$ cat config.mk
export PLATFORM = sky130hd
export DESIGN_NAME = obc_option_config
export DESIGN_NICKNAME = d
export VERILOG_FILES = /design/src/obc_pkg.sv /design/src/obc_option_config.sv /design/src/obc_sync3.sv
export SDC_FILE = /design/constraint.sdc
export NUM_CORES = 1
export LEC_CHECK = 0
export ABC_AREA = 0
export BUFFER_PORTS_ARGS = -buffer_cell sky130_fd_sc_hd__buf_2
export CAP_MARGIN = 20
export CORE_MARGIN = 4
export CORE_UTILIZATION = 44
export CTS_CLUSTER_SIZE = 14
export DETAILED_ROUTE_END_ITERATION = 10
export GPL_TIMING_DRIVEN = 1
export PLACE_DENSITY_LB_ADDON = 0.15
export SLEW_MARGIN = 20
export SYNTH_ARGS = -nofsm -noshare
export SYNTH_HDL_FRONTEND = slang
export SYNTH_SLANG_ARGS = --single-unit
$ cat constraint.sdc
create_clock -name sys_clk -period 1.88 [get_ports sys_clk]
set_input_delay 0.376 -clock sys_clk [delete_from_list [all_inputs] [get_ports sys_clk]]
set_output_delay 0.376 -clock sys_clk [all_outputs]
set_load 0.005 [all_outputs]
$ cat src/obc_pkg.sv
package obc_pkg;

  // Option byte storage and its erased value.
  localparam int OPT_WIDTH = 8;
  localparam logic [7:0] OPT_ERASED = 8'hFF;

  // Option byte field positions.
  localparam int OPT_PKG_BIT = 7;
  localparam int OPT_RSTLEN_BIT = 6;
  localparam int OPT_SRC_HI = 5;
  localparam int OPT_SRC_LO = 4;
  localparam int OPT_RANGE_HI = 3;
  localparam int OPT_RANGE_LO = 1;
  localparam int OPT_DBL_OFF_BIT = 0;

  // Clock source codes.
  localparam logic [1:0] SRC_RESONATOR = 2'h0;
  localparam logic [1:0] SRC_RESERVED = 2'h1;
  localparam logic [1:0] SRC_INTERNAL_RC = 2'h2;
  localparam logic [1:0] SRC_EXTERNAL = 2'h3;

  // Resonator drive range codes.
  localparam logic [2:0] low_band_setting = 3'h0;
  localparam logic [2:0] mid_band_setting = 3'h1;
  localparam logic [2:0] upper_mid_band_setting = 3'h2;
  localparam logic [2:0] high_band_setting = 3'h3;

  // Reset phase lengths in CPU cycles, stored as last count value.
  localparam int HOLD_CNT_W = 13;
  localparam logic [12:0] HOLD_LONG_LAST = 13'h0FFF;
  localparam logic [12:0] HOLD_SHORT_LAST = 13'h00FF;
  localparam logic [12:0] HOLD_CNT_ZERO = 13'h0000;
  localparam logic [12:0] HOLD_CNT_ONE = 13'h0001;

  // Pads: four ports of eight pads each; bit set means pad is not bonded.
  localparam int PAD_COUNT = 32;
  localparam logic [31:0] UNBONDED_LARGE_PKG = 32'h0000_0000;
  localparam logic [31:0] UNBONDED_SMALL_PKG = 32'hFF00_0000;

  // Register map, byte addresses on the Avalon slave.
  localparam int ADDR_W = 4;
  localparam logic [3:0] REG_OPTION = 4'h0;
  localparam logic [3:0] REG_CONTROL = 4'h4;
  localparam logic [3:0] REG_STATUS = 4'h8;
  localparam int CTRL_RESTART_BIT = 0;

  // Status register field positions.
  localparam int STS_HOLD_BIT = 0;
  localparam int STS_PROG_BIT = 1;
  localparam int STS_PKG_BIT = 2;
  localparam int STS_RSTLEN_BIT = 3;
  localparam int STS_SRC_LO = 4;
  localparam int STS_RANGE_LO = 6;
  localparam int STS_DBL_BIT = 9;
  localparam int STS_WARN_BIT = 10;

  // Synchronised pin inputs: bit 0 programming mode, bit 1 halt wake.
  localparam int SYNC_W = 2;
  localparam int SYNC_PROG = 0;
  localparam int SYNC_WAKE = 1;

  // Address decode result.
  typedef enum logic [1:0] {OBC_SEL_NONE, OBC_SEL_OPTION, OBC_SEL_CONTROL, OBC_SEL_STATUS} obc_sel_t;

  // Hold phase of the CPU.
  typedef enum logic [1:0] {OBC_PH_RESET, OBC_PH_RUN, OBC_PH_HALT_EXIT} obc_phase_t;

endpackage : obc_pkg

$ cat src/obc_option_config.sv
`timescale 1ns/1ps

// What this block does
// - Option bit seven picks the package: one large pin count, zero small.
// - Pads without pins leave reset as inputs with pull-up on.
// - Reset phase and halt exit last 4096 cycles if bit six is 0, else 256.
// - Bits five and four pick resonator, internal RC or external clock; 01 reserved.
// - Bits three to one set resonator drive for the four frequency bands.
// - External clock source forces the drive range to the 2-4 MHz setting.
// - Bit zero at 0 enables the x2 doubler; at 1 bypasses it.
// - Option byte is off the memory map; accessible only in programming mode.
// - Erased option storage reads all ones.
module obc_option_config
(
  // Clock and reset.
  input wire logic sys_clk,
  input wire logic reset_n,
  // Avalon-MM slave.
  input wire logic [obc_pkg::ADDR_W-1:0] address,
  input wire logic read,
  input wire logic write,
  input wire logic [31:0] writedata,
  output logic [31:0] readdata,
  output logic waitrequest,
  // Asynchronous pins.
  input wire logic prog_mode,
  input wire logic halt_wake,
  // Decoded configuration.
  output logic package_variant_bit,
  output logic reset_phase_length_select,
  output logic [1:0] clock_source_select,
  output logic [2:0] resonator_drive_range,
  output logic doubler_enable,
  output logic [obc_pkg::PAD_COUNT-1:0] unbonded_pad_pullup,
  output logic cpu_hold
);

  // Whole block state; the latched settings double as the output registers.
  typedef struct packed {
    // Option storage and the hold sequencer.
    logic [7:0] opt_store;
    obc_pkg::obc_phase_t phase;
    logic [obc_pkg::HOLD_CNT_W-1:0] hold_count;
    logic cpu_hold;

    // Latched configuration, frozen outside the reset phase.
    logic package_variant_bit;
    logic reset_phase_length_select;
    logic [1:0] clock_source_select;
    logic [2:0] resonator_drive_range;
    logic doubler_enable;
    logic [obc_pkg::PAD_COUNT-1:0] unbonded_pad_pullup;

    // Halt wake edge detector and the bus slave registers.
    logic wake_prev;
    logic waitrequest;
    logic [31:0] readdata;
  } obc_state_t;

  // Reset state mirrors what an erased option byte decodes to.
  // Outputs therefore show the erased decode until the first reset phase has run.
  localparam obc_state_t RESET_STATE = '{
    opt_store: obc_pkg::OPT_ERASED,
    phase: obc_pkg::OBC_PH_RESET,
    hold_count: obc_pkg::HOLD_CNT_ZERO,
    cpu_hold: 1'b1,
    package_variant_bit: 1'b1,
    reset_phase_length_select: 1'b1,
    clock_source_select: obc_pkg::SRC_EXTERNAL,
    resonator_drive_range: obc_pkg::mid_band_setting,
    doubler_enable: 1'b0,
    unbonded_pad_pullup: obc_pkg::UNBONDED_LARGE_PKG,
    wake_prev: 1'b0,
    waitrequest: 1'b1,
    readdata: 32'h0000_0000
  };

  // Registered state and the value it takes at the next edge.
  obc_state_t cur;
  obc_state_t next_cur;

  // Pin levels after the synchroniser; nothing here reads the raw pins.
  logic [obc_pkg::SYNC_W-1:0] pins_sync;
  logic prog_active;
  logic wake_level;

  // Address decode shared by the read and the write paths.
  function automatic obc_pkg::obc_sel_t reg_select(input logic [obc_pkg::ADDR_W-1:0] addr);
    obc_pkg::obc_sel_t sel;
    // Unlisted offsets decode to no register, so they read zero and ignore writes.
    sel = obc_pkg::OBC_SEL_NONE;
    if (addr == obc_pkg::REG_OPTION)
    begin
      sel = obc_pkg::OBC_SEL_OPTION;
    end
    else if (addr == obc_pkg::REG_CONTROL)
    begin
      sel = obc_pkg::OBC_SEL_CONTROL;
    end
    else if (addr == obc_pkg::REG_STATUS)
    begin
      sel = obc_pkg::OBC_SEL_STATUS;
    end
    return sel;
  endfunction : reg_select

  // Last count value of the hold phase for a given length select.
  // Counting from zero up to this value keeps the hold for the full cycle count.
  function automatic logic [obc_pkg::HOLD_CNT_W-1:0] hold_last(input logic len_sel);
    return len_sel ? obc_pkg::HOLD_SHORT_LAST : obc_pkg::HOLD_LONG_LAST;
  endfunction : hold_last

  // Effective drive range: an external clock always runs the mid setting.
  // The stored field is kept, so a later switch back to the resonator still sees it.
  function automatic logic [2:0] eff_range(input logic [1:0] src, input logic [2:0] rng);
    return (src == obc_pkg::SRC_EXTERNAL) ? obc_pkg::mid_band_setting : rng;
  endfunction : eff_range

  // Both pins come from outside the clock domain.
  // Three stages cost a few cycles of latency on mode changes, which software never notices.
  obc_sync3 u_sync
  (
    .sys_clk(sys_clk),
    .reset_n(reset_n),
    .async_in({halt_wake, prog_mode}),
    .sync_out(pins_sync)
  );

  // Named views of the synchronised pins.
  assign prog_active = pins_sync[obc_pkg::SYNC_PROG];
  assign wake_level = pins_sync[obc_pkg::SYNC_WAKE];

  // Bus slave, hold sequencer and configuration latch.
  always_comb
  begin
    logic [7:0] opt;
    logic restart;
    logic warn;
    logic [31:0] status;
    obc_pkg::obc_sel_t sel;
    // Defaults first, so that every path assigns every variable.
    next_cur = cur;
    opt = cur.opt_store;
    restart = 1'b0;
    warn = 1'b0;
    status = 32'h0000_0000;
    sel = reg_select(address);

    // The wake edge detector samples every cycle, also while a hold runs.
    next_cur.wake_prev = wake_level;

    // The warning only reports; the doubler still follows the stored byte.
    // Doubler requested where its operation is not assured.
    warn = cur.doubler_enable &&
           ((cur.clock_source_select == obc_pkg::SRC_INTERNAL_RC) ||
            (cur.resonator_drive_range != obc_pkg::mid_band_setting));

    // Status word: a live view of the latched settings and the programming pin.
    status[obc_pkg::STS_HOLD_BIT] = cur.cpu_hold;
    status[obc_pkg::STS_PROG_BIT] = prog_active;
    status[obc_pkg::STS_PKG_BIT] = cur.package_variant_bit;
    status[obc_pkg::STS_RSTLEN_BIT] = cur.reset_phase_length_select;
    status[obc_pkg::STS_SRC_LO +: 2] = cur.clock_source_select;
    status[obc_pkg::STS_RANGE_LO +: 3] = cur.resonator_drive_range;
    status[obc_pkg::STS_DBL_BIT] = cur.doubler_enable;
    status[obc_pkg::STS_WARN_BIT] = warn;

    // One wait cycle per access; the access completes while waitrequest is low.
    // Refused and unmapped reads answer zero rather than stale data.
    if ((read || write) && cur.waitrequest)
    begin
      next_cur.waitrequest = 1'b0;
      next_cur.readdata = 32'h0000_0000;
      if (read && (sel == obc_pkg::OBC_SEL_OPTION) && prog_active)
      begin
        next_cur.readdata[obc_pkg::OPT_WIDTH-1:0] = cur.opt_store;
      end
      else if (read && (sel == obc_pkg::OBC_SEL_STATUS))
      begin
        next_cur.readdata = status;
      end
    end
    else
    begin
      next_cur.waitrequest = 1'b1;
    end

    // Writes land on the edge where waitrequest is seen low.
    // Outside programming mode a write is answered but changes nothing.
    if (write && !cur.waitrequest && prog_active)
    begin
      if (sel == obc_pkg::OBC_SEL_OPTION)
      begin
        next_cur.opt_store = writedata[obc_pkg::OPT_WIDTH-1:0];
      end
      else if (sel == obc_pkg::OBC_SEL_CONTROL)
      begin
        // Only bit zero has a meaning; the other bits are ignored.
        restart = writedata[obc_pkg::CTRL_RESTART_BIT];
      end
    end

    // Hold sequencer: reset phase, run, and the delay on leaving halt.
    case (cur.phase)
      obc_pkg::OBC_PH_RESET:
      begin
        // Settings follow the stored byte only while the reset phase runs.
        next_cur.package_variant_bit = opt[obc_pkg::OPT_PKG_BIT];
        next_cur.reset_phase_length_select = opt[obc_pkg::OPT_RSTLEN_BIT];
        next_cur.clock_source_select = opt[obc_pkg::OPT_SRC_HI:obc_pkg::OPT_SRC_LO];
        next_cur.resonator_drive_range =
          eff_range(opt[obc_pkg::OPT_SRC_HI:obc_pkg::OPT_SRC_LO], opt[obc_pkg::OPT_RANGE_HI:obc_pkg::OPT_RANGE_LO]);
        next_cur.doubler_enable = !opt[obc_pkg::OPT_DBL_OFF_BIT];

        // Unbonded pads stay forced to input with pull-up; software cannot undo it.
        next_cur.unbonded_pad_pullup = opt[obc_pkg::OPT_PKG_BIT] ?
          obc_pkg::UNBONDED_LARGE_PKG : obc_pkg::UNBONDED_SMALL_PKG;

        // The length follows the live byte, so a write during the phase applies at once.
        if (cur.hold_count == hold_last(opt[obc_pkg::OPT_RSTLEN_BIT]))
        begin
          next_cur.phase = obc_pkg::OBC_PH_RUN;
          next_cur.cpu_hold = 1'b0;
          next_cur.hold_count = obc_pkg::HOLD_CNT_ZERO;
        end
        else
        begin
          next_cur.hold_count = cur.hold_count + obc_pkg::HOLD_CNT_ONE;
        end
      end
      obc_pkg::OBC_PH_RUN:
      begin
        // A wake from halt reuses the length latched at the last reset.
        // Wakes are refused while a hold runs, since only this phase looks at them.
        if (wake_level && !cur.wake_prev)
        begin
          next_cur.phase = obc_pkg::OBC_PH_HALT_EXIT;
          next_cur.cpu_hold = 1'b1;
          next_cur.hold_count = obc_pkg::HOLD_CNT_ZERO;
        end
      end
      obc_pkg::OBC_PH_HALT_EXIT:
      begin
        // Same count as the reset phase, but the settings stay frozen.
        if (cur.hold_count == hold_last(cur.reset_phase_length_select))
        begin
          next_cur.phase = obc_pkg::OBC_PH_RUN;
          next_cur.cpu_hold = 1'b0;
          next_cur.hold_count = obc_pkg::HOLD_CNT_ZERO;
        end
        else
        begin
          next_cur.hold_count = cur.hold_count + obc_pkg::HOLD_CNT_ONE;
        end
      end
      default:
      begin
        // An unused phase code returns to the reset phase rather than hanging; cpu_hold and hold_count keep their values.
        next_cur.phase = obc_pkg::OBC_PH_RESET;
      end
    endcase

    // A software restart reruns the reset phase and relatches the byte.
    // It comes last so that it wins over the sequencer's own step.
    if (restart)
    begin
      next_cur.phase = obc_pkg::OBC_PH_RESET;
      next_cur.cpu_hold = 1'b1;
      next_cur.hold_count = obc_pkg::HOLD_CNT_ZERO;
    end
  end

  // Storage resets to the erased value, so a blank part powers up with all ones.
  // The reset branch loads constants only; nothing from the bus reaches it.
  always_ff @(posedge sys_clk or negedge reset_n)
  begin
    if (!reset_n)
    begin
      cur <= RESET_STATE;
    end
    else
    begin
      cur <= next_cur;
    end
  end

  // Every output is a state field.
  // No output passes through logic after its flip-flop.
  assign readdata = cur.readdata;
  assign waitrequest = cur.waitrequest;
  assign package_variant_bit = cur.package_variant_bit;
  assign reset_phase_length_select = cur.reset_phase_length_select;
  assign clock_source_select = cur.clock_source_select;
  assign resonator_drive_range = cur.resonator_drive_range;
  assign doubler_enable = cur.doubler_enable;
  assign unbonded_pad_pullup = cur.unbonded_pad_pullup;
  assign cpu_hold = cur.cpu_hold;

endmodule : obc_option_config

$ cat src/obc_sync3.sv
`timescale 1ns/1ps

module obc_sync3
(
  // Clock and reset.
  input wire logic sys_clk,
  input wire logic reset_n,
  // Asynchronous levels in, filtered levels out.
  input wire logic [obc_pkg::SYNC_W-1:0] async_in,
  output logic [obc_pkg::SYNC_W-1:0] sync_out
);

  typedef struct packed {
    logic [obc_pkg::SYNC_W-1:0] stage1;
    logic [obc_pkg::SYNC_W-1:0] stage2;
    logic [obc_pkg::SYNC_W-1:0] stage3;
    logic [obc_pkg::SYNC_W-1:0] level;
  } obc_sync_state_t;

  obc_sync_state_t cur;
  obc_sync_state_t next_cur;

  // The first stage feeds only the second; a bit changes once stages two and three agree.
  always_comb
  begin
    next_cur = cur;
    next_cur.stage1 = async_in;
    next_cur.stage2 = cur.stage1;
    next_cur.stage3 = cur.stage2;
    for (int i = 0; i < obc_pkg::SYNC_W; i++)
    begin
      if (cur.stage2[i] == cur.stage3[i])
      begin
        next_cur.level[i] = cur.stage3[i];
      end
    end
  end

  // Register the whole state.
  always_ff @(posedge sys_clk or negedge reset_n)
  begin
    if (!reset_n)
    begin
      cur <= '0;
    end
    else
    begin
      cur <= next_cur;
    end
  end

  assign sync_out = cur.level;

endmodule : obc_sync3

== Word level (Yosys, flattened, before mapping) ==
Index checks and enable logic that the tools add are counted.
Storage, ports and cells
  bits in registers: 106
  latch bits: 0
  memory bits (writable): 0
  bits in read-only memories: 0
  input port bits: 42
  output and inout port bits: 74
  word-level logic and storage cells: 80
  memories: 0
Cells by class
  add/subtract/negate cells: 1
  $mul: 0
  div/mod/pow operators: 0
  order comparisons: 0
  equality and inequality tests: 17
  shifts and indexed selects: 0
  multiplexer cells: 24
  bitwise logic cells: 0
  reductions and logical operators: 20
Operator list (number)
  $pmux W14 S3: 1
  $mux W16: 2
  $mux W32: 1
  $eq A13 B12 Y1: 2
  $mux W13: 2
  $mux W12: 2
  $add A13 B1 Y13 const B: 1
  $mux W11: 1
  $eq A2 B2 Y1 const B: 5
  $mux W2: 5
  $ne A3 B3 Y1 const B: 3
  $logic_and A1 B1 Y1: 8
  $mux W8: 1
  $mux W1: 6
  $mux W3: 2
  $pmux W2 S3: 1
  $eq A2 B1 Y1 const B: 2
  $eq A4 B3 Y1 const B: 1
  $eq A4 B4 Y1 const B: 1
  $logic_not A4 Y1: 1
  $reduce_and A2 Y1: 2
  $reduce_and A4 Y1: 1
  $reduce_bool A4 Y1: 1
  $logic_not A1 Y1: 3
  other kinds (5): 7

== Depth between registers and ports, before layout ==
Gate-level depths: netlist (run 1).
  depth in word-level cells: 10
  gate-level depth with buffers: 9
  mapped depth without buffers: 7

== By module ==
Synthesis (run 1) repeated with hierarchy kept, for this count alone.
Unflattened totals
  cells, all modules: 303
  area, all modules: 3119.2 um2
By module, submodules not included
  obc_option_config: times used 1, cells each 291, area each 2881.5 um2, sequential area each 1169.9 um2
  obc_sync3: times used 1, cells each 12, area each 237.7 um2, sequential area each 200.2 um2

== Worst setup path after synthesis (run 1) ==
OpenSTA, ideal clock, no wires.
  path kind: register to register
  start: register cur[88] (netlist bit)
  end: register cur[83] (netlist bit)
  library setup time: 0.134 ns
  arrival time: 1.750 ns
  required time: 1.746 ns
  setup slack: -0.004 ns
  cell stages (with the launch flop): 10
  buffers on the path: 2
  clock period less this slack: 1.884 ns
  cells stage by stage: dfrtp_1 > inv_1 > ha_1 > buf_2 > nor3_1 > a21o_1 > clkbuf_1 > a21oi_1 > xnor2_1 > nor2_1
On the way
  cells in the longest elaborated chain, start to end: 3
  elaborated cells on any way between the ends: 8
  those cells by class: 3 x eq/ne; 2 x mux; 3 x reduce/logical
RTL lines
  from (decl): line obc_option_config.sv:79  | obc_state_t cur;
  from (signal assigned): line obc_option_config.sv:283  | cur <= next_cur;
  $eq A2 B2 Y1 (tied with other cells): line obc_option_config.sv:204  | case (cur.phase)
  $pmux W14 S3 (tied with other cells): line obc_option_config.sv:204
  $mux W16 or $reduce_and A2 Y1 (tied branches)
Parallel ways exist; a longest one is shown, timed or not.
A chain may end at the register's enable or synchronous reset.

== Worst setup path in the final report (run 1) ==
  start: register cur[85] (netlist bit)
  end: register cur[81] (netlist bit)
On the way
  cells in the longest elaborated chain, start to end: 4
  elaborated cells on any way between the ends: 6
  those cells by class: 2 x eq/ne; 4 x mux
RTL lines
  $eq A13 B12 Y1, on equally long branches: line obc_option_config.sv:245, obc_option_config.sv:220
  $mux W13, on equally long branches: line obc_option_config.sv:245, obc_option_config.sv:220
  $pmux W14 S3 *: line obc_option_config.sv:204
  $mux W16 *: line obc_option_config.sv:265  | if (restart)
Every way passes the cells marked *; elsewhere a longest branch is shown, timed or not.

==> results of run 1 <==
[report_power, final]
group          internal [uW]  leakage [uW]  switching (uW)
registers               1430      0.000662             196
logic                    855      0.000873             876
clock network            277     0.0000502             414
total                   2570       0.00159            1490
[metrics by stage]
stage	power, uW	hold slack [ns]	worst slack, ns	instance area [um^2]
2_1_floorplan	2770	0.0804	0.0665	3170
3_3_place_gp	3170	0.332	-0.0567	3130
3_5_place_dp	3180	0.335	-0.127	3130
4_1_cts	3900	0.0461	0.00343	3240
5_1_grt	4330	0.0500	-0.0429	3330
6_report	4050	0.0402	0.0215	3330
[cells by family after synthesis]
family,after synthesis,share of synthesized area (%)
other,1,0.125
XOR/XNOR,9,2.62
adder cells (fa/ha/maj),7,2.75
flip-flops,54,45.6
buffers and inverters,83,19.0
AO/OA/AOI/OAI,44,10.1
AND/OR/NAND/NOR,77,12.8
multiplexers,17,6.99
[routing by layer]
| metal | share of wire (%) | routed length (um) |
|---|---|---|
| met1 | 43 | 2370 |
| met2 | 51 | 2820 |
| met3 | 5.4 | 297 |
| met4 | 0.79 | 44 |
| met5 | 0 | 0 |
[area by class of cell]
cell class / count / area (um^2)
clock buffers: 5 / 68.8
clock inverters: 3 / 28.8
fillers: 609 / 3170
inverters: 7 / 26.3
multi-input cells: 200 / 1290
flip-flops and latches: 54 / 1370
well taps: 77 / 96.3
repair buffers: 71 / 447
[worst max-delay path, delay by kind of cell, from the launching register on]
kind / cells / cell delay, ns
and+or+nand+nor: 2 / 0.63
DFF: 1 / 0.40
AOI/OAI and AO/OA: 2 / 0.36
muxes: 1 / 0.22
buffers and inverters: 1 / 0.15
[cells in the final DEF, fill, tap and decap left out, types with 7 or more instances in the layout]
| cell type | n |
|---|---|
| sky130_fd_sc_hd__mux2_2 | 12 |
| sky130_fd_sc_hd__inv_1 | 7 |
| sky130_fd_sc_hd__buf_4 | 22 |
| sky130_fd_sc_hd__dfrtp_1 | 39 |
| sky130_fd_sc_hd__conb_1 | 45 |
| sky130_fd_sc_hd__o21ai_0 | 10 |
| sky130_fd_sc_hd__nor2_1 | 18 |
| sky130_fd_sc_hd__a22oi_1 | 7 |
| sky130_fd_sc_hd__nand3_1 | 11 |
| sky130_fd_sc_hd__nand2_1 | 22 |
| sky130_fd_sc_hd__buf_2 | 46 |
| sky130_fd_sc_hd__dfstp_2 | 15 |
[worst max-delay path by stage]
stage | start | to
final | cur[85] | cur[81]
after global routing | cur[85] | cur[81]
after CTS | cur[88] | cur[75]
after detailed placement | cur[75] | cur[89]
after global placement | cur[75] | cur[89]
after floorplan | cur[88] | cur[86]
[state kept, by name, indices dropped and copies added, names as in the netlist]
name	cells
cur	24
clock_source_select	2
cpu_hold	1
readdata	11
waitrequest	1
doubler_enable	1
resonator_drive_range	3
u_sync.cur	6
package_variant_bit	1
reset_phase_length_select	1
unbonded_pad_pullup	1
u_sync.sync_out	2
[timing repair]
item                       in CTS  in global routing
cloned                          0                  1
pin swaps                       0                  7
gates resized for setup         2                 12
setup buffers                   0                  4
setup endpoints to repair      13                 16
==> flow_summary.rst, run 1 <==
.. list-table::
   :header-rows: 1

   * - Metric
     - Value
   * - Startpoint types
     - flip-flop
   * - Clock tree from TritonCTS
     - built
   * - Syn Area/Cell
     - 10.3 um^2
   * - RSZ-0062 raised after global routing
     - yes
   * - Ordered cell list for the critical path
     - or4_4 -> mux2i_4 -> a21oi_2 -> o31ai_4 -> buf_12 -> nor2_1
   * - Reg2Reg Launch Point
     - cur[85]
   * - CTS root buf
     - sky130_fd_sc_hd__clkbuf_8
   * - Share of the core filled with cells in the final layout
     - around half
   * - Core area
     - 6490 um^2
   * - Total half-perimeter wirelength after legalization and detailed placement
     - about 4100 um
   * - Final min period
     - about 1.9 ns
   * - Cell accounting for the most synthesized area
     - sky130_fd_sc_hd__dfrtp_1
   * - DRC viols
     - 0
   * - Hold_buf cts
     - 0
   * - Inserted Clock Buffers
     - 5
   * - Total wirelength of the detailed-routed design
     - 5540 um
   * - Number of detailed-route iterations in the first pass
     - 4
   * - Number of DRC markers in iteration 0
     - 60
   * - Aggregate negative setup slack
     - 0 ns
   * - Via count of the first global-routing pass
     - roughly 2000
   * - Async set-reset flop share out of synthesis
     - 100%
   * - Global-route wire length before repair
     - 9270 um
   * - Top Usage Layer GRT
     - met2
   * - Count of mapped cells out of synthesis
     - between 200 and 300
   * - Arr. time, crit path
     - 2.06 ns
   * - Count of endpoints failing setup in the final report
     - 0
   * - Final net count
     - 386
   * - Reg-to-reg endpoint
     - cur[81]
   * - Total Die Area
     - ~8000 um^2
   * - Clock latency at the later pin of the worst-skew pair
     - around 0.31 ns
   * - Path type of the worst setup path
     - reg -> reg
   * - Post-synthesis register bit count
     - between 50 and 60
   * - Die boundary width
     - 90.6 um
   * - Category of the worst setup path capture point
     - flip-flop
   * - Dominant cell by count in the synthesized netlist
     - sky130_fd_sc_hd__buf_4
   * - Number of flops mapped to enable cells by yosys
     - 0
   * - Total standard cell area after synthesis
     - ~3000 um^2
   * - Max-slew violation count
     - 0
   * - Worst clock skew
     - between 0.007 and 0.008 ns
   * - GRT Util Overall
     - between 10% and 20%
   * - Vias after detailed routing
     - around 2000
   * - Die Y
     - 90.6 um
   * - Effective utilization at floorplan
     - ~46%
   * - Number of H-tree levels
     - 2
   * - Worst Path Max Fanout
     - 9
   * - Proportion of synthesized chip area in sequential cells
     - 45.6%
   * - Most instantiated cells after synthesis
     - 69 x sky130_fd_sc_hd__buf_4, 39 x sky130_fd_sc_hd__dfrtp_1, 22 x sky130_fd_sc_hd__nand2_1
   * - Warning count from the yosys run
     - 0
   * - Leakage
     - 0.00159 uW
   * - Top flip-flop cell by instance count after synthesis
     - sky130_fd_sc_hd__dfrtp_1
   * - Power density over cell area
     - between 1000 and 1500 nW/um^2
   * - Post-synthesis cell type count
     - 45
   * - Met3 Usage GRT
     - ~3.3%
   * - Number of clock sinks seen by CTS
     - 54
   * - Routed via count divided by cell count
     - between 4 and 5
   * - Final clock period utilization by the worst path
     - 98.9%
   * - Antenna Nets Post-Route
     - 0
   * - Filler-free cell count of the finished design
     - between 400 and 500
   * - Antenna diode count
     - 0
   * - Number of failing hold endpoints at the final stage
     - 0
   * - Antenna violations before repair
     - 0
   * - I/O pin count
     - roughly 120
   * - Routed len/inst
     - 13.3 um
   * - I/O Buffers
     - 46
   * - Reg2Reg Setup Slack
     - roughly 0.022 ns
   * - Maximum cell stage delay along the critical path
     - 0.58 ns
   * - GRT Residual Overflow
     - 0
   * - Largest net degree at the start of global routing
     - 55
   * - CP Data Required Time
     - between 2 and 2.5 ns
   * - Max IR drop VDD
     - approximately 790 uV
   * - Number of instances in the placed design
     - slightly above 400
   * - CTS clock-pin slew for the worst setup and hold paths
     - 0.11 ns
   * - Area growth from synthesis to final layout
     - 10.8%
   * - Ranking of synthesized cells by area
     - sky130_fd_sc_hd__dfrtp_1 32%, sky130_fd_sc_hd__buf_4 17%, sky130_fd_sc_hd__dfstp_2 13%
   * - CP max stage cell
     - sky130_fd_sc_hd__or4_4
   * - Min-Delay Path Class
     - in -> async
   * - Final Wtd Congestion
     - 0.761
   * - Run status
     - completed
   * - Highest clock frequency the design can meet
     - 0.538 GHz
   * - Number of max-cap violations
     - 0
   * - Worst-case reg-to-reg path depth
     - 6
   * - Layout cells sized above 1
     - a little under two fifths
   * - Top-area cell type share of the netlist area
     - between 30% and 40%
   * - Total number of placement rows
     - 29
   * - Buffer depth of the longest clock path
     - 2
   * - Met2 usage
     - 23.7%
   * - Met1 capacity usage during global routing
     - approximately 17%
(Power assumes the default switching activity.)
==> run 2, diff against run 1 <==
--- a/config.mk
+++ b/config.mk
@@ -14,6 +14,8 @@
 export DETAILED_ROUTE_END_ITERATION = 10
 export GPL_TIMING_DRIVEN = 1
 export PLACE_DENSITY_LB_ADDON = 0.15
+export RECOVER_POWER = 50
+export REMOVE_ABC_BUFFERS = 1
 export SLEW_MARGIN = 20
 export SYNTH_ARGS = -nofsm -noshare
 export SYNTH_HDL_FRONTEND = slang
==> flow_summary.rst, run 2 (synthesis gave the netlist of run 1 again) <==
.. list-table::
   :header-rows: 1

   * - Metric
     - Value
   * - Layout fillers
     - 598 (-1.8%)
   * - Reg2Reg Launch Point
     - cur[83]
   * - GRT Residual Overflow
     - 0 (unchanged)
   * - Worst rel slew slack
     - between 10% and 20%
   * - Worst Path Max Fanout
     - 5 (-4)
   * - Number of max-cap violations
     - 0 (unchanged)
   * - Clock tree from TritonCTS
     - built
   * - CTS root buf
     - sky130_fd_sc_hd__clkbuf_8
   * - Crit path from
     - cur[83]
   * - Number of failing hold endpoints at the final stage
     - 0 (unchanged)
   * - Final net count
     - 387 (+0.26%)
   * - Final clock period utilization by the worst path
     - 99.4% (+0.56 points)
   * - Routed via count divided by cell count
     - 4.76 (-1.3%)
   * - Inserted Clock Buffers
     - 5 (unchanged)
   * - Hold_buf cts
     - 0 (unchanged)
   * - Max IR drop VDD
     - 642 uV (-19%)
   * - Worst-case reg-to-reg path depth
     - 6 (unchanged)
   * - Die Y
     - 90.6 um (unchanged)
   * - CTS clock-pin slew for the worst setup and hold paths
     - 0.10 ns (about the same)
   * - Run status
     - completed
   * - Buffer depth of the longest clock path
     - 2 (unchanged)
   * - Area of combinational cells with multiple inputs
     - 1280 um^2 (-0.87%)
   * - Leakage
     - 0.00160 uW (+0.80%)
   * - Total half-perimeter wirelength after legalization and detailed placement
     - 4110 um (+1.4%)
   * - Via count of the first global-routing pass
     - 1977 (+1.4%)
   * - Footprint of the flip-flops and latches
     - 1370 um^2 (unchanged)
   * - Arr. time, crit path
     - 2.06 ns (about the same)
   * - Effective utilization at floorplan
     - 46.3% (unchanged)
   * - Max-slew violation count
     - 0 (unchanged)
   * - Routed len/inst
     - 13.4 um (+0.70%)
   * - Cell area after layout
     - 3350 um^2 (+0.49%)
   * - Final Wtd Congestion
     - 0.782 (+2.7%)
   * - Startpoint types
     - flip-flop
   * - RSZ-0062 raised after global routing
     - yes
   * - Area growth from synthesis to final layout
     - 11.3%
   * - Power density over cell area
     - 1240 nW/um^2 (+1.5%)
   * - Number of H-tree levels
     - 2 (unchanged)
   * - Total wirelength of the detailed-routed design
     - 5590 um (+0.94%)
   * - Core area
     - 6490 um^2 (unchanged)
   * - Count of endpoints failing setup in the final report
     - 0 (unchanged)
   * - Number of DRC markers in iteration 0
     - 54 (-10%)
   * - Reg2Reg Setup Slack
     - 0.01 ns (about the same)
   * - Global-route wire length before repair
     - 9260 um (about the same)
   * - Register name with the most flops
     - cur
   * - Category of the worst setup path capture point
     - flip-flop
   * - Total Die Area
     - 8220 um^2 (unchanged)
   * - Worst setup path endpoint
     - cur[82]
   * - Highest clock frequency the design can meet
     - 0.535 GHz (-0.56%)
   * - Max reg flops
     - 24 (unchanged)
   * - Aggregate negative setup slack
     - 0 ns (unchanged)
   * - Most used cells in the layout excluding fill and tap cells
     - 46 x sky130_fd_sc_hd__buf_2, 45 x sky130_fd_sc_hd__conb_1, 39 x sky130_fd_sc_hd__dfrtp_1, 22 x sky130_fd_sc_hd__nand2_1, 22 x sky130_fd_sc_hd__buf_4
   * - I/O pin count
     - 116 (unchanged)
   * - GRT Util Overall
     - 13.6% (+0.046 points)
   * - Number of clock sinks seen by CTS
     - 54 (unchanged)
   * - Reg-to-reg endpoint
     - cur[82]
   * - Antenna diode count
     - 0 (unchanged)
   * - Clock latency at the later pin of the worst-skew pair
     - 0.30 ns (about the same)
   * - Vias after detailed routing
     - 1989 (-1.0%)
   * - Worst clock skew
     - 0.00575 ns (-0.00183 ns)
   * - Transition time at the pin with the least slew margin
     - about 1.3 ns
   * - Antenna Nets Post-Route
     - 0 (unchanged)
   * - CP Data Required Time
     - 2.07 ns (about the same)
   * - Post-Place Cell Area
     - 3150 um^2 (+0.48%)
   * - Layout cells sized above 1
     - 36.4% (-0.70 points)
   * - Path type of the worst setup path
     - reg -> reg
   * - Largest net degree at the start of global routing
     - 55 (unchanged)
   * - Most common cell after layout, fill and taps aside
     - sky130_fd_sc_hd__buf_2
   * - DRC viols
     - 0 (unchanged)
   * - Antenna violations before repair
     - 0 (unchanged)
   * - Final min period
     - 1.87 ns (+0.0105 ns)
   * - Number of detailed-route iterations in the first pass
     - 4 (unchanged)
   * - Die boundary width
     - 90.6 um (unchanged)
   * - Total number of placement rows
     - 29 (unchanged)
   * - Min-Delay Path Class
     - in -> reg
   * - I/O Buffers
     - 46 (unchanged)
## run 2: cell count changes in the layout (fill, tap and decap cells not counted), sizes merged
cell,change
a21o,-1
buf,+1
clkinvlp,+1
clkbuf,+1
clkinv,-2
bufinv,+1
## run 2: repair_timing
action                                  CTS  global route
endpoints found under the setup margin   12            16
buffers inserted                          0             4
resized for setup                         1            13
pin swaps                                 0            12
## run 2: stage by stage
step                      hold WS [ns]  worst slack [ns]  instances  util [%]  total power [uW]
after global routing             0.150           -0.0685        418      51.5              4420
after CTS                       0.0599           0.00383        414      50.4              4020
after global placement           0.334           -0.0412        406      48.5              3180
final                            0.171            0.0110        418      51.5              4130
after floorplan                 0.0804           -0.0689        260         -              2510
after detailed placement         0.340           -0.0573        406      48.5              3200
## run 2: final cells by class
| class | instances | share of cell area [%] |
|---|---|---|
| Sequential cell | 54 | 40.9 |
| Multi-Input combinational cell | 199 | 38.3 |
| Timing Repair Buffer | 73 | 13.6 |
| Tap cell | 77 | 2.88 |
| Clock buffer | 5 | 2.06 |
| Clock inverter | 3 | 1.46 |
| Inverter | 7 | 0.785 |
## run 2: critical path, stage by stage, from the launching register on
cell                       delay (ns)
sky130_fd_sc_hd__dfrtp_1         0.39
sky130_fd_sc_hd__or4_4           0.57
sky130_fd_sc_hd__mux2i_4         0.22
sky130_fd_sc_hd__buf_4           0.15
sky130_fd_sc_hd__nand3b_1        0.19
sky130_fd_sc_hd__nand4_1         0.15
sky130_fd_sc_hd__a31oi_1         0.09
## run 2: where the power goes
group          switching, uW  leakage [uW]  internal (uW)  total (uW)
clock network            401     0.0000563            406         808
logic                    870      0.000879            823        1690
registers                199      0.000662           1440        1630
## run 2: worst min path at each step
stage / slack, ns / to / cells past startpoint / start
floorplan: 0.08 / cur[33] / 0 / reset_n
global placement: 0.33 / u_sync.cur[5] / 0 / u_sync.cur[7]
detailed placement: 0.34 / u_sync.cur[5] / 0 / u_sync.cur[7]
CTS: 0.06 / readdata[9] / 2 / reset_n
global route: 0.15 / u_sync.cur[7] / 1 / halt_wake
finish: 0.17 / u_sync.cur[7] / 1 / halt_wake
## run 2: routing by layer
metal	track usage, %	wire length (um)
met1	16.8	2470
met2	24.3	2730
met3	2.92	361
met4	2.42	25
met5	0	0
==> run 3, diff against run 2 <==
--- a/config.mk
+++ b/config.mk
@@ -9,7 +9,7 @@
 export BUFFER_PORTS_ARGS = -buffer_cell sky130_fd_sc_hd__buf_2
 export CAP_MARGIN = 20
 export CORE_MARGIN = 4
-export CORE_UTILIZATION = 44
+export CORE_UTILIZATION = 49
 export CTS_CLUSTER_SIZE = 14
 export DETAILED_ROUTE_END_ITERATION = 10
 export GPL_TIMING_DRIVEN = 1
==> constraint.sdc (replaced) <==
create_clock -name sys_clk -period 2.08 [get_ports sys_clk]
set_input_delay 0.416 -clock sys_clk [delete_from_list [all_inputs] [get_ports sys_clk]]
set_output_delay 0.416 -clock sys_clk [all_outputs]
set_load 0.005 [all_outputs]
==> flow_summary.rst, run 3 (synthesis gave the netlist of run 1 again) <==
.. list-table::
   :header-rows: 1

   * - Metric
     - Value
   * - Run status
     - completed
   * - Count of endpoints failing setup in the final report
     - 0 (unchanged)
   * - Worst clock skew
     - 0.00596 ns (+0.000210 ns)
   * - Max IR drop VDD
     - 585 uV (-8.9%)
   * - Transition time at the pin with the least slew margin
     - 1.32 ns (+0.00691 ns)
   * - CTS root buf
     - sky130_fd_sc_hd__clkbuf_8
   * - Buffers inserted by post-CTS timing repair
     - 0 (unchanged)
   * - GRT Residual Overflow
     - 0 (unchanged)
   * - Die boundary width
     - 86.3 um (-4.8%)
   * - Total number of placement rows
     - 28 (-3.4%)
   * - Antenna diode count
     - 0 (unchanged)
   * - Resized cells post-CTS
     - 0 (-1)
   * - Total wirelength of the detailed-routed design
     - 5460 um (-2.3%)
   * - Effective utilization at floorplan
     - 50.8% (+4.5 points)
   * - Arr. time, crit path
     - 2.12 ns (+0.06 ns)
   * - Path type of the worst setup path
     - reg -> reg
   * - Clock latency at the later pin of the worst-skew pair
     - 0.31 ns (about the same)
   * - I/O pin count
     - 116 (unchanged)
   * - Number of detailed-route iterations in the first pass
     - 4 (unchanged)
   * - Antenna Nets Post-Route
     - 0 (unchanged)
   * - RSZ-0062 raised after global routing
     - no
   * - Final Wtd Congestion
     - 0.763 (-2.5%)
   * - Met3 wirelength from detailed routing
     - 404 um (+12%)
   * - Area growth from synthesis to final layout
     - 4.87%
   * - Filler-free cell count of the finished design
     - 399 (-4.5%)
   * - Max reg flops
     - 24 (unchanged)
   * - Aggregate negative setup slack
     - 0 ns (unchanged)
   * - DRC viols
     - 0 (unchanged)
   * - Layout cells sized above 1
     - 29.9% (-6.4 points)
   * - Hold slack
     - 0.212 ns (+0.0411 ns)
   * - Via count of the first global-routing pass
     - 1843 (-6.8%)
   * - Final min period
     - 1.91 ns (+0.0408 ns)
   * - Core area
     - 5920 um^2 (-8.8%)
   * - Most used cells in the layout excluding fill and tap cells
     - 45 x sky130_fd_sc_hd__conb_1, 45 x sky130_fd_sc_hd__buf_2, 39 x sky130_fd_sc_hd__dfrtp_1, 22 x sky130_fd_sc_hd__nand2_1, 18 x sky130_fd_sc_hd__nor2_1
   * - Number of clock sinks seen by CTS
     - 54 (unchanged)
   * - Share of the core filled with cells in the final layout
     - 53.2% (+1.7 points)
   * - Leakage
     - 0.00149 uW (-6.8%)
   * - Antenna violations before repair
     - 0 (unchanged)
   * - Vias after detailed routing
     - 1955 (-1.7%)
   * - Final net count
     - 370 (-4.4%)
   * - Final clock period utilization by the worst path
     - 91.8% (-7.6 points)
   * - Min-Delay Path Class
     - in -> reg
   * - Total Die Area
     - 7450 um^2 (-9.3%)
   * - Number of DRC markers in iteration 0
     - 67 (+24%)
   * - Highest clock frequency the design can meet
     - 0.524 GHz (-2.1%)
   * - Number of failing hold endpoints at the final stage
     - 0 (unchanged)
   * - Routed length on met1
     - 2270 um (-8.3%)
   * - Wire length on met2
     - 2730 um (+0.18%)
   * - Register name with the most flops
     - cur
   * - Die Y
     - 86.3 um (-4.8%)
   * - Number of max-cap violations
     - 0 (unchanged)
   * - CTS clock-pin slew for the worst setup and hold paths
     - 0.09 ns (about the same)
   * - Global-route wire length before repair
     - 8960 um (-3.2%)
   * - Largest net degree at the start of global routing
     - 55 (unchanged)
   * - Hold_buf cts
     - 0 (unchanged)
   * - I/O Buffers
     - 46 (unchanged)
   * - Total half-perimeter wirelength after legalization and detailed placement
     - 4010 um (-2.6%)
   * - Final worst-path setup slack
     - 0.170 ns (+0.159 ns)
   * - Routed via count divided by cell count
     - 4.90 (+3.0%)
   * - Buffer depth of the longest clock path
     - 2 (unchanged)
   * - Category of the worst setup path capture point
     - flip-flop
   * - GRT Util Overall
     - 15.2% (+1.6 points)
   * - Worst Path Max Fanout
     - 6 (+1)
   * - Number of H-tree levels
     - 2 (unchanged)
   * - Routed len/inst
     - 13.7 um (+2.3%)
   * - Startpoint types
     - flip-flop
   * - Pre-CTS setup slack
     - 0.0688 ns (+0.126 ns)
   * - Power density over cell area
     - 1100 nW/um^2 (-11%)
   * - Uppermost routed layer
     - met4
   * - Worst rel slew slack
     - 12.3% (-0.46 points)
   * - Number of instances in the placed design
     - 391 (-3.7%)
   * - Layout fillers
     - 546 (-8.7%)
   * - Inserted Clock Buffers
     - 5 (unchanged)
   * - Clock tree from TritonCTS
     - built
   * - Max-slew violation count
     - 0 (unchanged)
   * - CP Data Required Time
     - 2.29 ns (+0.22 ns)
run 3: changes by cell type in the layout (fill, tap and decap cells not counted), sizes merged:
cell    before  now
buf         72   53
clkbuf       6    9
inv          8    7
run 3: final timing paths:
path	from	to	slack, ns	cells after the start
max	cur[75]	cur[79]	0.17	6
min	prog_mode	u_sync.cur[6]	0.21	1
max reg2reg	cur[75]	cur[79]	0.17	6
min in group asynchronous	reset_n	readdata[1]	0.48	2
max in group asynchronous	reset_n	cur[82]	0.82	2
min reg2reg	u_sync.cur[6]	u_sync.cur[4]	0.35	0
run 3: metal layers:
metal,global-route usage [%],vias to the layer above
li1,-,948
met1,19.1,936
met3,3.61,6
met4,3.82,0
met5,0,-
met2,26.3,65
run 3: final cells by class:
class / instances / area, um^2 / area share (%)
flip-flops and latches: 54 / 1370 / 43.5
clock buffers: 6 / 72.6 / 2.30
repair buffers: 56 / 310 / 9.85
multi-input cells: 199 / 1240 / 39.4
inverters: 7 / 26.3 / 0.834
clock inverters: 2 / 37.5 / 1.19
well taps: 75 / 93.8 / 2.98
run 3: worst max-delay path: stages, from the launching register on:
cell and delay (ns):
sky130_fd_sc_hd__dfrtp_1 0.42, sky130_fd_sc_hd__ha_1 0.24, sky130_fd_sc_hd__and4_1 0.23, sky130_fd_sc_hd__nor3b_4 0.18, sky130_fd_sc_hd__a31oi_1 0.36, sky130_fd_sc_hd__a21oi_1 0.12, sky130_fd_sc_hd__nor4_1 0.27
run 3: through the flow:
step	power (uW)	instance area, um^2
after global placement	2760	3050
after global routing	3740	3150
after detailed placement	2780	3050
after floorplan	2260	2630
final	3460	3150
after CTS	3500	3160
run 3: report_power, final:
part,switching (uW),total (uW),internal [uW],leakage [uW]
Sequential,183,1480,1300,0.000662
Clock,342,701,360,0.0000514
Combinational,690,1280,591,0.000776
